--- config.mk ---
export PLATFORM = sky130hd
export DESIGN_NAME = icr_core
export DESIGN_NICKNAME = d
export VERILOG_FILES = /design/src/icr_pkg.sv /design/src/icr_core.sv
export SDC_FILE = /design/constraint.sdc
export NUM_CORES = 1
export LEC_CHECK = 0
export BUFFER_PORTS_ARGS = -buffer_cell sky130_fd_sc_hd__clkbuf_2
export CORE_ASPECT_RATIO = 1.25
export CORE_MARGIN = 2
export CORE_UTILIZATION = 50
export CTS_BUF_LIST = sky130_fd_sc_hd__clkbuf_4 sky130_fd_sc_hd__clkbuf_8
export DETAILED_ROUTE_END_ITERATION = 7
export PLACE_DENSITY = 0.78
export SETUP_SLACK_MARGIN = 0.1
export SLEW_MARGIN = 20
export SYNTH_ARGS = -nofsm -noshare
export SYNTH_HDL_FRONTEND = slang
export SYNTH_SLANG_ARGS = --single-unit
export TNS_END_PERCENT = 30
--- constraint.sdc ---
create_clock -name i_clk -period 4.1 [get_ports i_clk]
set_clock_uncertainty 0.2 [all_clocks]
set_input_delay 0 -clock i_clk [delete_from_list [all_inputs] [get_ports i_clk]]
set_output_delay 0 -clock i_clk [all_outputs]
set_load 0.01 [all_outputs]
--- src/icr_pkg.sv ---
package icr_pkg;
   localparam logic [3:0] ADDR_CONTROL_ONE   = 4'h1;
   localparam logic [3:0] ADDR_PRESCALE_LOW  = 4'h2;
   localparam logic [3:0] ADDR_PRESCALE_HIGH = 4'h3;
   localparam logic [3:0] ADDR_OWN_ADDRESS   = 4'h4;
   localparam logic [3:0] ADDR_IRQ_ENABLE    = 4'h5;
   localparam logic [3:0] ADDR_THRESHOLD     = 4'h6;
   localparam logic [3:0] ADDR_COMMAND       = 4'h7;
   localparam logic [3:0] ADDR_TX_DATA       = 4'h8;
   localparam logic [3:0] ADDR_RX_DATA       = 4'h9;
   localparam logic [3:0] ADDR_GC_DATA       = 4'hA;
   localparam logic [3:0] ADDR_STATUS        = 4'hB;
   localparam logic [3:0] ADDR_IRQ_STATUS    = 4'hC;
   localparam logic [7:0] CONTROL_ONE_RESET  = 8'h00;
   localparam logic [7:0] CONTROL_ONE_MASK   = 8'hFE;
   localparam logic [7:0] COMMAND_MASK       = 8'hFE;
   localparam logic [7:0] PRESCALE_HIGH_MASK = 8'h03;
   localparam logic [9:0] IRQ_EN_REG_MASK    = 10'h0CF;
   localparam logic [9:0] IRQ_EN_FIFO_MASK   = 10'h37F;
   localparam logic [9:0] IRQ_REG_MASK       = 10'h00F;
   localparam logic [9:0] IRQ_FIFO_MASK      = 10'h07F;
   localparam logic [6:0] GENERAL_CALL_ADDR  = 7'h00;
   // Control register one fields
   localparam int CR_CORE_ENABLE  = 7;
   localparam int CR_GC_ENABLE    = 6;
   localparam int CR_WAKE_ENABLE  = 5;
   localparam int CR_FIFO_MODE    = 4;
   localparam int CR_DELAY_HI     = 3;
   localparam int CR_DELAY_LO     = 2;
   localparam int CR_STRETCH_DIS  = 1;
   // Command fields
   localparam int CMD_START       = 7;
   localparam int CMD_STOP        = 6;
   localparam int CMD_READ        = 5;
   localparam int CMD_WRITE       = 4;
   localparam int CMD_NACK        = 3;
   localparam int CMD_STRETCH_DIS = 2;
   localparam int CMD_RBUF_DIS    = 1;
   // Interrupt enable high fields, register mode and fifo mode
   localparam int IE_REG_CLR      = 7;
   localparam int IE_REG_FRC      = 6;
   localparam int IE_FIFO_CLR     = 9;
   localparam int IE_FIFO_FRC     = 8;
   // Data line delay in ns per select code
   localparam int DELAY_NS_00     = 300;
   localparam int DELAY_NS_01     = 150;
   localparam int DELAY_NS_10     = 75;
   localparam int CLK_PERIOD_NS   = 8;
   localparam logic [7:0] DELAY_CYC_00 = 8'((DELAY_NS_00 + CLK_PERIOD_NS - 1) / CLK_PERIOD_NS);
   localparam logic [7:0] DELAY_CYC_01 = 8'((DELAY_NS_01 + CLK_PERIOD_NS - 1) / CLK_PERIOD_NS);
   localparam logic [7:0] DELAY_CYC_10 = 8'((DELAY_NS_10 + CLK_PERIOD_NS - 1) / CLK_PERIOD_NS);
   localparam logic [7:0] DELAY_CYC_11 = 8'h00;
   localparam logic [11:0] PRESCALE_FACTOR = 12'h004;
   localparam logic [3:0]  BIT_COUNT_LAST  = 4'h8;
   typedef enum logic [3:0] {
      ICR_IDLE, ICR_START, ICR_BIT_LOW, ICR_BIT_HIGH, ICR_ACK_LOW, ICR_ACK_HIGH,
      ICR_STOP_LOW, ICR_STOP_HIGH
   } icr_state_e;
endpackage : icr_pkg

--- src/icr_core.sv ---
`timescale 1ns/10ps
// How it works
// twelve registers at sub-addresses one through twelve
// any control-one write resets the core
// enable cleared forces core idle
// general call answered when enabled
// own address match raises wake in standby
// queue mode bit selects register or fifo
// delay select sets data line output delay
// stretch disable applies in fifo mode
// command bits start, stop, read, write
// command bit three chooses ack or nack
// command bit two disables clock stretching
// command bit one disables read buffer
// scl is bus clock over four times prescale
// write to high prescale resets core
// status meaning follows selected mode
// transfer flag high during byte transfer
// busy set at start, cleared at stop
// ack received flag reflects acknowledge
// direction flag shows transfer direction
// arbitration lost flag raises interrupt
// ready flag shows data register readiness
// error flag is nack or overrun
// fifo nack sets flag, stops, idles
// read done flag set when a read byte is sent with command bit three (nack) set
// status bits set when enabled, write-one clears
// auto clear on read, force bit, register mode only (fifo mode bits 9 and 8 cannot be written)
// data sent most significant bit first
// enabled status bits combine to interrupt
// read-only writes ignored, reserved read zero
module icr_core
   import icr_pkg::*;
#(
   parameter logic [9:0] OWN_ADDR_RESET = 10'h000
)(
   // System
   input  wire logic             i_clk,
   input  wire logic             i_reset_n,
   // System bus
   input  wire logic             i_sb_stb,
   input  wire logic             i_sb_we,
   input  wire logic [3:0]       i_sb_addr,
   input  wire logic [7:0]       i_sb_wdata,
   output logic      [7:0]       o_sb_rdata,
   output logic                  o_sb_ack,
   // Bus pins
   input  wire logic             i_scl,
   output logic                  o_scl,
   output logic                  o_scl_oe,
   input  wire logic             i_sda,
   output logic                  o_sda,
   output logic                  o_sda_oe,
   // Power and interrupt
   input  wire logic             i_standby,
   output logic                  o_wake,
   output logic                  o_irq
);
   import icr_pkg::*;

   logic [7:0]  control_one, next_control_one;
   logic [7:0]  prescale_low, next_prescale_low;
   logic [7:0]  prescale_high, next_prescale_high;
   logic [9:0]  own_addr, next_own_addr;
   logic [9:0]  irq_enable, next_irq_enable;
   logic [9:0]  threshold, next_threshold;
   logic [7:0]  command, next_command;
   logic [7:0]  tx_data, next_tx_data;
   logic [7:0]  rx_data, next_rx_data;
   logic [7:0]  gc_data;
   logic [9:0]  irq_status, next_irq_status;
   logic [7:0]  rdata, next_rdata;
   logic        ack, next_ack;
   logic        core_reset, next_core_reset;
   // Protocol engine state
   icr_state_e  state, next_state;
   logic [11:0] tick_cnt, next_tick_cnt;
   logic [3:0]  bit_cnt, next_bit_cnt;
   logic [7:0]  shift, next_shift;
   logic [7:0]  dly_cnt, next_dly_cnt;
   logic        sda_want, next_sda_want;
   logic        sda_out, next_sda_out;
   logic        scl_out, next_scl_out;
   logic        busy, next_busy;
   logic        transfer_in_progress, next_tip;
   logic        ack_rx, next_ack_rx;
   logic        dir, next_dir;
   logic        arb_lost, next_arb_lost;
   logic        ready, next_ready;
   logic        err, next_err;
   logic        nack_seen, next_nack_seen;
   logic        read_done, next_read_done;
   logic        gc_seen, next_gc_seen;
   logic        wake, next_wake;
   logic        irq, next_irq;
   logic        scl_q, sda_q;

   function automatic logic [9:0] status_word(input logic fifo);
      if (fifo)
         status_word = {3'h0, gc_seen, nack_seen, read_done, arb_lost, 3'h0};
      else
         status_word = {2'h0, transfer_in_progress, busy, ack_rx, dir, arb_lost, ready, err, gc_seen};
   endfunction : status_word

   wire         fifo_mode  = control_one[CR_FIFO_MODE];
   wire         wr         = i_sb_stb & i_sb_we & ~ack;
   wire         rd         = i_sb_stb & ~i_sb_we & ~ack;
   wire  [9:0]  prescale   = {prescale_high[1:0], prescale_low};
   wire  [11:0] half_tick  = 12'({2'h0, prescale} * PRESCALE_FACTOR) >> 1;
   wire         tick       = (tick_cnt >= 12'(half_tick - 12'h001)) && (prescale != 10'h000);
   logic [9:0]  st_word;
   // Process form so the flags read inside the function wake it up
   always_comb st_word = status_word(fifo_mode);
   wire         stretch_off = fifo_mode ? control_one[CR_STRETCH_DIS]
                                        : command[CMD_STRETCH_DIS];
   wire  [9:0]  src_flags  = fifo_mode ? {3'h0, gc_seen, nack_seen, read_done, arb_lost, 3'h0}
                                       : {6'h0, arb_lost, ready, err, gc_seen};
   wire  [9:0]  en_mask    = fifo_mode ? IRQ_FIFO_MASK : IRQ_REG_MASK;
   wire         auto_clr   = fifo_mode ? irq_enable[IE_FIFO_CLR] : irq_enable[IE_REG_CLR];
   wire         force_irq  = fifo_mode ? irq_enable[IE_FIFO_FRC] : irq_enable[IE_REG_FRC];
   wire  [7:0]  dly_load   = (control_one[CR_DELAY_HI:CR_DELAY_LO] == 2'b00) ? DELAY_CYC_00
                           : (control_one[CR_DELAY_HI:CR_DELAY_LO] == 2'b01) ? DELAY_CYC_01
                           : (control_one[CR_DELAY_HI:CR_DELAY_LO] == 2'b10) ? DELAY_CYC_10
                           : DELAY_CYC_11;

   // Register file and bus slave
   always_comb
   begin
      next_control_one   = control_one;
      next_prescale_low  = prescale_low;
      next_prescale_high = prescale_high;
      next_own_addr      = own_addr;
      next_irq_enable    = irq_enable;
      next_threshold     = threshold;
      next_tx_data       = tx_data;
      next_rdata         = rdata;
      next_core_reset    = 1'b0;
      next_ack           = i_sb_stb & ~ack;
      if (wr)
      begin
         if (i_sb_addr == ADDR_CONTROL_ONE)
         begin
            next_control_one = i_sb_wdata & CONTROL_ONE_MASK;
            next_core_reset  = 1'b1;
         end
         else if (i_sb_addr == ADDR_PRESCALE_LOW)
            next_prescale_low = i_sb_wdata;
         else if (i_sb_addr == ADDR_PRESCALE_HIGH)
         begin
            next_prescale_high = i_sb_wdata & PRESCALE_HIGH_MASK;
            next_core_reset    = 1'b1;
         end
         else if (i_sb_addr == ADDR_OWN_ADDRESS)
            next_own_addr = {2'h0, i_sb_wdata};
         else if (i_sb_addr == ADDR_IRQ_ENABLE)
            next_irq_enable = {2'h0, i_sb_wdata} & (fifo_mode ? IRQ_EN_FIFO_MASK
                                                              : IRQ_EN_REG_MASK);
         else if (i_sb_addr == ADDR_THRESHOLD)
            next_threshold = {2'h0, i_sb_wdata};
         else if (i_sb_addr == ADDR_TX_DATA)
            next_tx_data = i_sb_wdata;
         // Status, receive and general call stay untouched

      end
      if (rd)
      begin
         if (i_sb_addr == ADDR_CONTROL_ONE)
            next_rdata = control_one;
         else if (i_sb_addr == ADDR_PRESCALE_LOW)
            next_rdata = prescale_low;
         else if (i_sb_addr == ADDR_PRESCALE_HIGH)
            next_rdata = prescale_high;
         else if (i_sb_addr == ADDR_OWN_ADDRESS)
            next_rdata = own_addr[7:0];
         else if (i_sb_addr == ADDR_IRQ_ENABLE)
            next_rdata = irq_enable[7:0];
         else if (i_sb_addr == ADDR_THRESHOLD)
            next_rdata = threshold[7:0];
         else if (i_sb_addr == ADDR_COMMAND)
            next_rdata = command;
         else if (i_sb_addr == ADDR_RX_DATA)
            next_rdata = rx_data;
         else if (i_sb_addr == ADDR_GC_DATA)
            next_rdata = gc_data;
         else if (i_sb_addr == ADDR_STATUS)
            next_rdata = st_word[7:0];
         else if (i_sb_addr == ADDR_IRQ_STATUS)
            next_rdata = irq_status[7:0];
         else
            next_rdata = 8'h00;
      end
   end

   always_ff @(posedge i_clk or negedge i_reset_n)
   begin
      if (!i_reset_n)
      begin
         control_one   <= CONTROL_ONE_RESET;
         prescale_low  <= 8'h00;
         prescale_high <= 8'h00;
         own_addr      <= OWN_ADDR_RESET;
         irq_enable    <= 10'h000;
         threshold     <= 10'h000;
         tx_data       <= 8'h00;
         rdata         <= 8'h00;
         ack           <= 1'b0;
         core_reset    <= 1'b0;
      end
      else
      begin
         control_one   <= next_control_one;
         prescale_low  <= next_prescale_low;
         prescale_high <= next_prescale_high;
         own_addr      <= next_own_addr;
         irq_enable    <= next_irq_enable;
         threshold     <= next_threshold;
         tx_data       <= next_tx_data;
         rdata         <= next_rdata;
         ack           <= next_ack;
         core_reset    <= next_core_reset;
      end
   end

   // Interrupt status, set wins over clear
   always_comb
   begin
      next_irq_status = irq_status;
      if (wr && i_sb_addr == ADDR_IRQ_STATUS)
         next_irq_status = irq_status & ~{2'h0, i_sb_wdata};
      if (rd && i_sb_addr == ADDR_IRQ_STATUS && auto_clr)
         next_irq_status = 10'h000;
      next_irq_status = (next_irq_status | (src_flags & irq_enable)) & en_mask;
      next_irq = (|next_irq_status) | force_irq;
   end

   always_ff @(posedge i_clk or negedge i_reset_n)
   begin
      if (!i_reset_n)
      begin
         irq_status <= 10'h000;
         irq        <= 1'b0;
      end
      else
      begin
         irq_status <= next_irq_status;
         irq        <= next_irq;
      end
   end

   // Protocol engine
   always_comb
   begin
      next_state     = state;
      next_command   = command;
      next_tick_cnt  = tick ? 12'h000 : 12'(tick_cnt + 12'h001);
      next_bit_cnt   = bit_cnt;
      next_shift     = shift;
      next_sda_want  = sda_want;
      next_scl_out   = scl_out;
      next_busy      = busy;
      next_tip       = transfer_in_progress;
      next_ack_rx    = ack_rx;
      next_dir       = dir;
      next_arb_lost  = arb_lost;
      next_ready     = ready;
      next_err       = err;
      next_nack_seen = nack_seen;
      next_read_done = read_done;
      next_gc_seen   = gc_seen;
      next_rx_data   = rx_data;
      next_wake      = i_standby & control_one[CR_WAKE_ENABLE] & wake;
      if (wr && i_sb_addr == ADDR_COMMAND)
         next_command = i_sb_wdata & COMMAND_MASK;
      if (wr && i_sb_addr == ADDR_TX_DATA)
         next_ready = 1'b0;
      if (rd && i_sb_addr == ADDR_RX_DATA)
         next_ready = 1'b0;
      // Busy from start and stop seen on the bus
      if (scl_q && i_scl && sda_q && !i_sda)
         next_busy = 1'b1;
      if (scl_q && i_scl && !sda_q && i_sda)
         next_busy = 1'b0;
      case (state)
         ICR_IDLE:
         begin
            next_scl_out  = 1'b1;
            next_sda_want = 1'b1;
            next_tip      = 1'b0;
            if (command[CMD_START] && tick)
            begin
               next_sda_want = 1'b0;
               next_state    = ICR_START;
               next_shift    = tx_data;
               next_dir      = tx_data[0];
               next_arb_lost = 1'b0;
            end
            else if ((command[CMD_WRITE] || command[CMD_READ]) && tick)
            begin
               next_shift = command[CMD_READ] ? 8'hFF : tx_data;
               next_dir   = command[CMD_READ];
               next_state = ICR_BIT_LOW;
               next_scl_out = 1'b0;
               next_bit_cnt = 4'h0;
               next_tip   = 1'b1;
               next_sda_want = command[CMD_READ] ? 1'b1 : tx_data[7];
               next_command[CMD_WRITE] = 1'b0;
               next_command[CMD_READ]  = command[CMD_RBUF_DIS] ? 1'b0 : command[CMD_READ];
            end
            else if (command[CMD_STOP] && tick)
            begin
               next_sda_want = 1'b0;
               next_state    = ICR_STOP_LOW;
            end
         end
         ICR_START:
            if (tick)
            begin
               next_scl_out = 1'b0;
               next_bit_cnt = 4'h0;
               next_tip     = 1'b1;
               next_sda_want = shift[7];
               next_command[CMD_START] = 1'b0;
               next_command[CMD_WRITE] = 1'b0;
               next_state   = ICR_BIT_LOW;
            end
         ICR_BIT_LOW:
            if (tick)
            begin
               next_scl_out  = 1'b1;
               next_state    = ICR_BIT_HIGH;
            end
         ICR_BIT_HIGH:
            if (tick && (i_scl || stretch_off))
            begin
               if (shift[7] && !i_sda && !dir)
               begin
                  next_arb_lost = 1'b1;
                  next_state    = ICR_IDLE;
               end
               else
               begin
                  next_shift   = {shift[6:0], i_sda};
                  // Data changes only while the clock is low
                  next_sda_want = shift[6];
                  if (4'(bit_cnt + 4'h1) == BIT_COUNT_LAST)
                     next_sda_want = dir ? command[CMD_NACK] : 1'b1;
                  next_bit_cnt = 4'(bit_cnt + 4'h1);
                  next_scl_out = 1'b0;
                  next_state   = (4'(bit_cnt + 4'h1) == BIT_COUNT_LAST) ? ICR_ACK_LOW
                                                                      : ICR_BIT_LOW;
               end
            end
         ICR_ACK_LOW:
            if (tick)
            begin
               next_scl_out  = 1'b1;
               next_state    = ICR_ACK_HIGH;
            end
         ICR_ACK_HIGH:
            if (tick)
            begin
               next_scl_out = 1'b0;
               next_tip     = 1'b0;
               next_ready   = 1'b1;
               if (dir)
               begin
                  if (ready)
                     next_err = 1'b1;
                  next_rx_data = shift;
                  next_ack_rx  = ~command[CMD_NACK];
                  next_read_done = command[CMD_NACK];
                  next_state   = ICR_IDLE;
               end
               else
               begin
                  next_ack_rx = ~i_sda;
                  next_err    = i_sda;
                  if (shift == {GENERAL_CALL_ADDR, 1'b0} && control_one[CR_GC_ENABLE])
                     next_gc_seen = 1'b1;
                  if (i_standby && control_one[CR_WAKE_ENABLE] && shift[7:1] == own_addr[6:0])
                     next_wake = 1'b1;
                  if (i_sda && fifo_mode)
                  begin
                     next_nack_seen = 1'b1;
                     next_sda_want  = 1'b0;
                     next_state     = ICR_STOP_LOW;
                  end
                  else
                     next_state = ICR_IDLE;
               end
            end
         ICR_STOP_LOW:
            if (tick)
            begin
               next_scl_out = 1'b1;
               next_state   = ICR_STOP_HIGH;
            end
         default:
            if (tick)
            begin
               next_sda_want = 1'b1;
               next_command[CMD_STOP] = 1'b0;
               next_state = ICR_IDLE;
            end
      endcase
      if (!control_one[CR_CORE_ENABLE] || core_reset)
      begin
         next_state    = ICR_IDLE;
         next_scl_out  = 1'b1;
         next_sda_want = 1'b1;
         next_tip      = 1'b0;
         next_busy     = 1'b0;
      end
   end

   // Output delay on the data line
   always_comb
   begin
      next_dly_cnt = dly_cnt;
      next_sda_out = sda_out;
      if (sda_want == sda_out)
         next_dly_cnt = dly_load;
      else if (dly_cnt == 8'h00)
         next_sda_out = sda_want;
      else
         next_dly_cnt = 8'(dly_cnt - 8'h01);
      if (!control_one[CR_CORE_ENABLE] || core_reset)
         next_sda_out = 1'b1;
   end

   always_ff @(posedge i_clk or negedge i_reset_n)
   begin
      if (!i_reset_n)
      begin
         state     <= ICR_IDLE;
         command   <= 8'h00;
         tick_cnt  <= 12'h000;
         bit_cnt   <= 4'h0;
         shift     <= 8'h00;
         dly_cnt   <= 8'h00;
         sda_want  <= 1'b1;
         sda_out   <= 1'b1;
         scl_out   <= 1'b1;
         busy      <= 1'b0;
         transfer_in_progress       <= 1'b0;
         ack_rx    <= 1'b0;
         dir       <= 1'b0;
         arb_lost  <= 1'b0;
         ready     <= 1'b0;
         err       <= 1'b0;
         nack_seen <= 1'b0;
         read_done <= 1'b0;
         gc_seen   <= 1'b0;
         rx_data   <= 8'h00;
         wake      <= 1'b0;
         scl_q     <= 1'b1;
         sda_q     <= 1'b1;
      end
      else
      begin
         state     <= next_state;
         command   <= next_command;
         tick_cnt  <= next_tick_cnt;
         bit_cnt   <= next_bit_cnt;
         shift     <= next_shift;
         dly_cnt   <= next_dly_cnt;
         sda_want  <= next_sda_want;
         sda_out   <= next_sda_out;
         scl_out   <= next_scl_out;
         busy      <= next_busy;
         transfer_in_progress       <= next_tip;
         ack_rx    <= next_ack_rx;
         dir       <= next_dir;
         arb_lost  <= next_arb_lost;
         ready     <= next_ready;
         err       <= next_err;
         nack_seen <= next_nack_seen;
         read_done <= next_read_done;
         gc_seen   <= next_gc_seen;
         rx_data   <= next_rx_data;
         wake      <= next_wake;
         scl_q     <= i_scl;
         sda_q     <= i_sda;
      end
   end

   assign gc_data    = 8'h00;
   assign o_sb_rdata = rdata;
   assign o_sb_ack   = ack;
   assign o_scl      = 1'b0;
   assign o_scl_oe   = ~scl_out;
   assign o_sda      = 1'b0;
   assign o_sda_oe   = ~sda_out;
   assign o_wake     = wake;
   assign o_irq      = irq;
endmodule : icr_core

# Word level (Yosys, flattened, before mapping)
# Index checks and enable logic that the tools add are counted.
[word_totals] ff_bits=139 input_bits=19 elab_cells=301 output_inout_bits=15
[op_classes] n_mux=117 add_sub_neg=4 order_cmp=1 eq_ne=48 bitwise_logic=27 n_reduce_logical=67
[ops] cell="$mux 8" n=20
[ops] cell="$mux 4" n=16
[ops] cell="$mux 1" n=59
[ops] cell="$mux 10" n=3
[ops] cell="$ne 3x3->1 const B" n=10
[ops] cell="$eq 4x3->1 const B" n=7
[ops] cell="$pmux 4 s7" n=1
[ops] cell="$eq 4x4->1 const B" n=6
[ops] cell="$reduce_and 8->1" n=3
[ops] cell="$logic_and 1x1->1" n=22
[ops] cell="$reduce_and 4->1" n=5
[ops] cell="$ne 2x2->1 const B" n=9
[ops] cell="$eq 4x2->1 const B" n=4
[ops] cell="$logic_not 8->1" n=2
[ops] cell="$pmux 8 s2" n=1
[ops] cell="$mux 7" n=2
[ops] cell="$not 1->1" n=13
[ops] cell="$add 12x1->12 const B" n=1
[ops] cell="$ge 12x12->1" n=1
[ops] cell="$mux 12" n=1
[ops] cell="$mux 3" n=4
[ops] cell="$pmux 4 s3" n=1
[ops] cell="$reduce_and 3->1" n=4
[ops] cell="$reduce_and 6->1" n=2
[ops] cell="43 further kinds" n=67

# Longest topological paths before layout
[logic_depth] word_depth=12 mapped_depth=15 mapped_depth_nobuf=12

# Worst setup path before layout
# No wires, ideal clock.
[synth_timing] path_kind="register to register" start="register prescale_low[5]" end="register read_done" path_buffers=1 t_required_ns=3.775 setup_time_ns=0.125 path_stages_with_launch=13 period_less_slack_ns=3.434 slack_ns=0.666 arrival_ns=3.110 path_cell_list="dfrtp_1 > nor4_1 > or2b_1 > nor4_1 > xnor2_1 > ha_1 > nand3_1 > nand2_1 > a211oi_1 > or3_1 > buf_2 > nor3_4 > mux2_2"
[synth_between] elab_chain_cells=4 elab_cells_between_ends=5 cone_classes="add/sub: 1; order compare: 1; reduce/logical: 3"
[synth_lines] element="start: declaration" line_no="icr_core.sv:62" source="logic [7:0] prescale_low, next_prescale_low;"
[synth_lines] element="start signal: assignment" line_no="icr_core.sv:212" source="prescale_low <= next_prescale_low;"
[synth_lines] element="$sub 11x1->12" line_no="icr_core.sv:110" source="wire tick = (tick_cnt >= 12'(half_tick - 12'h001)) && (prescale != 10'h000);"
[synth_lines] element="$ge 12x12->1" line_no="icr_core.sv:110"
[synth_lines] element="$logic_and 1x1->1 (*)" line_no="icr_core.sv:110"
[synth_lines] element="$reduce_and 3->1 (no line) (*)"
[synth_lines] element="end signal: assignment" line_no="icr_core.sv:478" source="read_done <= next_read_done;"
[synth_lines] element="end: declaration" line_no="icr_core.sv:92" source="logic read_done, next_read_done;"
# Every way passes the cells marked *; elsewhere a longest branch is shown, timed or not.
# A chain may end at the register's enable or synchronous reset.

# Worst setup path after layout
[layout_timing] start="register prescale_low[5]" end="register rx_data[7]"
[layout_between] elab_chain_cells=4 elab_cells_between_ends=5 cone_classes="add/sub: 1; order compare: 1; reduce/logical: 3"
[layout_lines] element="$sub 11x1->12" line_no="icr_core.sv:110"
[layout_lines] element="$ge 12x12->1" line_no="icr_core.sv:110"
[layout_lines] element="$logic_and 1x1->1 (*)" line_no="icr_core.sv:110"
[layout_lines] element="$reduce_and 3->1 (no line) (*)"
[layout_lines] element="end signal: assignment" line_no="icr_core.sv:480" source="rx_data <= next_rx_data;"
[layout_lines] element="end: declaration" line_no="icr_core.sv:69" source="logic [7:0] rx_data, next_rx_data;"
# Marked as above.

==> run_results.csv <==
group,metric,value,unit
hold_path,hold_class,"input port to asynchronous set/reset pin",
floorplanning,start_util,0.511,
logic_synthesis,syn_area,7340,sq um
pwr,p_sw,1.36,mW
logic_synthesis,synth_area_per_cell,9.72,sq um
timing,finalSetupViolCount,0,
floorplanning,num_io_pins,34,
placed_design,place_inst,933,
floorplanning,die_width,112,um
global_route,antenna_found_initial,0,
cells_and_area,area_growth,11.9,%
outcome,status,"completed",
setup_path,critPathTopFamily,"simple AND/OR/NAND/NOR gates",
cells_and_area,fin_cells,983,
clock_tree,cts_max_path_buffers,2,
global_route,grt_pass1_vias,6005,
logic_synthesis,ys_seq_area_frac,0.455,
clock_tree,cts.htree.levels,4,
clock_tree,clk_pin_slew,0.07,ns
logic_synthesis,synth_top_area_cell,"dfrtp_1",
timing,slew_viol_final,0,
global_route,overflow,0,
timing,hold_viol,0,
setup_path,critPathKind,"register to register",
setup_path,crit_path_top_delay_cell,"or3_4",
logic_synthesis,async_flop_share,1.00,
pwr,power_density,477,nW/um^2
clock_tree,cts_tree,"done",
setup_path,startpoint,"prescale_low[5]$_DFFE_PN0P_",
floorplanning,placementRows,49,
placed_design,port_buffers,31,
clock_tree,clkLatencyLatePin,0.45,ns
clock_tree,ctsRootBufferMaster,"clkbuf_8",
cells_and_area,largest_reg_flops,12,
pwr,pwr-share-clk,0.282,
timing,fin_crit_sh,0.904,
logic_synthesis,yosysMostFrequentCell,"dfrtp_1",
placed_design,dp_hpwl,14.2,mm
detailed_routing,ant_nets,0,
pwr,p_int,2.55,mW
placed_design,gp_congestion,1.01,
pwr,peakVddDrop,299,uV
cells_and_area,finalInstanceArea,8210,sq um
detailed_routing,wl,20.1,mm
detailed_routing,routed_via_density,6.26,
cells_and_area,n_antenna_cell,0,
pwr,sw_frac_of_total,0.347,
logic_synthesis,syn_inst,755,
placed_design,placed_cell_area,7620,sq um
logic_synthesis,ys_top_cells_by_area,"dfrtp_1, mux2_2, o21ai_0, nand2_1, nor2_1",
detailed_routing,firstDrtPassIters,7,
flow_run,maxCapViolCount,0,
logic_synthesis,synth_edf_count,0,
timing,tightestPinTransition,0.958,ns
setup_path,rr_startpoint,"prescale_low[5]$_DFFE_PN0P_",
floorplanning,fp.dieH,139,um
cells_and_area,drive_gt1_frac,0.191,
detailed_routing,vias,6150,
detailed_routing,drtIter0Drc,840,
setup_path,cpPeakStageDelay,0.45,ns
cells_and_area,final_core_util,0.572,
cells_and_area,ff_latch_area,3330,sq um
logic_synthesis,synthDistinctLibCells,72,
timing,finalCriticalPeriod,3.70,ns
cells_and_area,multi_input_area,3760,sq um
timing,finalSetupTns,0,ns
timing,relSlewSlack,0.361,
timing,rsz0062_at_grt,"no",
logic_synthesis,ys_ff_latch,133,
floorplanning,die-area,15700,sq um
setup_path,end_kind,"register",
pwr,cellLeakagePower,3.65,nW
cells_and_area,nets,828,
setup_path,path_cells,"nor4_2, or2b_1, nor4_1, xnor2_1, ha_1, o21ai_0, nor2_1, o22ai_1, or3_4, nor3_4, mux2_2",
setup_path,cp.required,4.23,ns
detailed_routing,drc,0,
detailed_routing,wl_per_cell,20.4,um
cells_and_area,final.fill_count,1283,
floorplanning,coreArea,14300,sq um
global_route,grt_usage,0.264,
setup_path,timing.critical_path.buf_inv,0,
setup_path,worstPathArrival,3.84,ns
setup_path,crit_fanout,9,
pwr,finalPower,3.91,mW
logic_synthesis,ys.flop_type,"dfrtp_1",
logic_synthesis,ys_warn_count,0,
setup_path,start_kind,"register",
pwr,p_comb_frac,0.250,
logic_synthesis,synthTopCellsByCount,"dfrtp_1, nand2_1, mux2_2",
timing,max_freq,270,MHz
cells_and_area,regMostFlops,"tick_cnt",
clock_tree,postCtsSetupRepairBufs,0,
global_route,grt_pass1_wl,32.3,mm
clock_tree,cts_buffers,17,
clock_tree,clkSinkCount,133,
global_route,grt_max_degree,106,
pwr,seqPwrFrac,0.467,
logic_synthesis,synth_top_area_frac,0.437,
## cell families after synthesis
family / Yosys count / synth area share
AND/OR/NAND/NOR: 243 / 0.160
AO/OA/AOI/OAI: 183 / 0.161
multiplexers: 79 / 0.119
XOR/XNOR: 34 / 0.0406
flip-flops: 133 / 0.455
other: 1 / 0.000511
buffers and inverters: 65 / 0.0358
adder cells (fa/ha/maj): 17 / 0.0290
## worst register-to-register path: stages (launching register included)
cell     delay [ns]
dfrtp_1        0.42
nor4_2         0.40
or2b_1         0.30
nor4_1         0.24
xnor2_1        0.12
ha_1           0.30
o21ai_0        0.08
nor2_1         0.10
o22ai_1        0.16
or3_4          0.45
nor3_4         0.45
mux2_2         0.39
## final timing paths
check | end | slack (ns) | cells past startpoint
min in group i_clk | scl_q$_DFF_PN1_ | 0.03 | 2
max in group asynchronous | irq_status[3]$_DFF_PN0_ | 2.71 | 3
setup reg to reg | rx_data[7]$_DFFE_PN0P_ | 0.40 | 11
hold reg to reg | tx_data[5]$_DFFE_PN0P_ | 0.30 | 1
setup / recovery | rx_data[7]$_DFFE_PN0P_ | 0.40 | 11
hold / removal | bit_cnt[0]$_DFFE_PN0P_ | 0.005 | 2
## power by group through the flow
| stage | logic, mW | clock network [mW] | registers [mW] |
|---|---|---|---|
| floorplan | 0.729 | 0 | 1.72 |
| global placement | 0.919 | 0 | 1.83 |
| detailed placement | 0.945 | 0 | 1.84 |
| CTS | 0.964 | 1.12 | 1.82 |
| global route | 1.11 | 1.17 | 1.86 |
| finish | 0.979 | 1.10 | 1.83 |
## through the flow
| stage | worst slack (ns) | hold WS, ns |
|---|---|---|
| after floorplan | 0.666 | -0.496 |
| after global placement | 0.325 | -0.0660 |
| after detailed placement | 0.233 | -0.0665 |
| after CTS | 0.202 | 0.0273 |
| after global routing | 0.148 | 0.0528 |
| final | 0.395 | 0.00475 |
## placed cells by master, fill, tap and decap left out, drive strengths merged, types with 8 or more instances in the layout
master / netlist / routed
dfrtp: 128 / 128
nand2: 77 / 77
mux2: 66 / 66
o21ai: 62 / 62
nor2: 62 / 62
clkbuf: 26 / 51
a21oi: 32 / 32
inv: 25 / 27
nand3: 24 / 24
xor2: 19 / 19
dlygate4sd3: 0 / 18
ha: 17 / 17
nor3: 17 / 17
xnor2: 15 / 15
mux2i: 13 / 13
nor4: 13 / 13
o22ai: 10 / 10
nor2b: 10 / 10
a22oi: 10 / 10
a31oi: 10 / 10
nand2b: 9 / 9
buf: 13 / 8
## layer usage
| metal | global-route usage | routed length (um) |
|---|---|---|
| met3 | 0.0658 | 1680 |
| met5 | 0 | 0 |
| met4 | 0.119 | 823 |
| met1 | 0.349 | 8130 |
| met2 | 0.413 | 9450 |
## layout make-up
type / instances / area share
clock buffers: 21 / 0.0329
clock inverters: 11 / 0.0154
inverters: 26 / 0.0119
multi-input cells: 558 / 0.458
flip-flops and latches: 133 / 0.406
well taps: 178 / 0.0271
repair buffers: 56 / 0.0480
## what timing repair did
action | CTS | global route
setup endpoints to repair | 0 | 28
hold buffers | 18 | 0
resized for setup | 0 | 3
hold endpoints to repair | 186 | 0
Power figures use the tool's default switching activity.
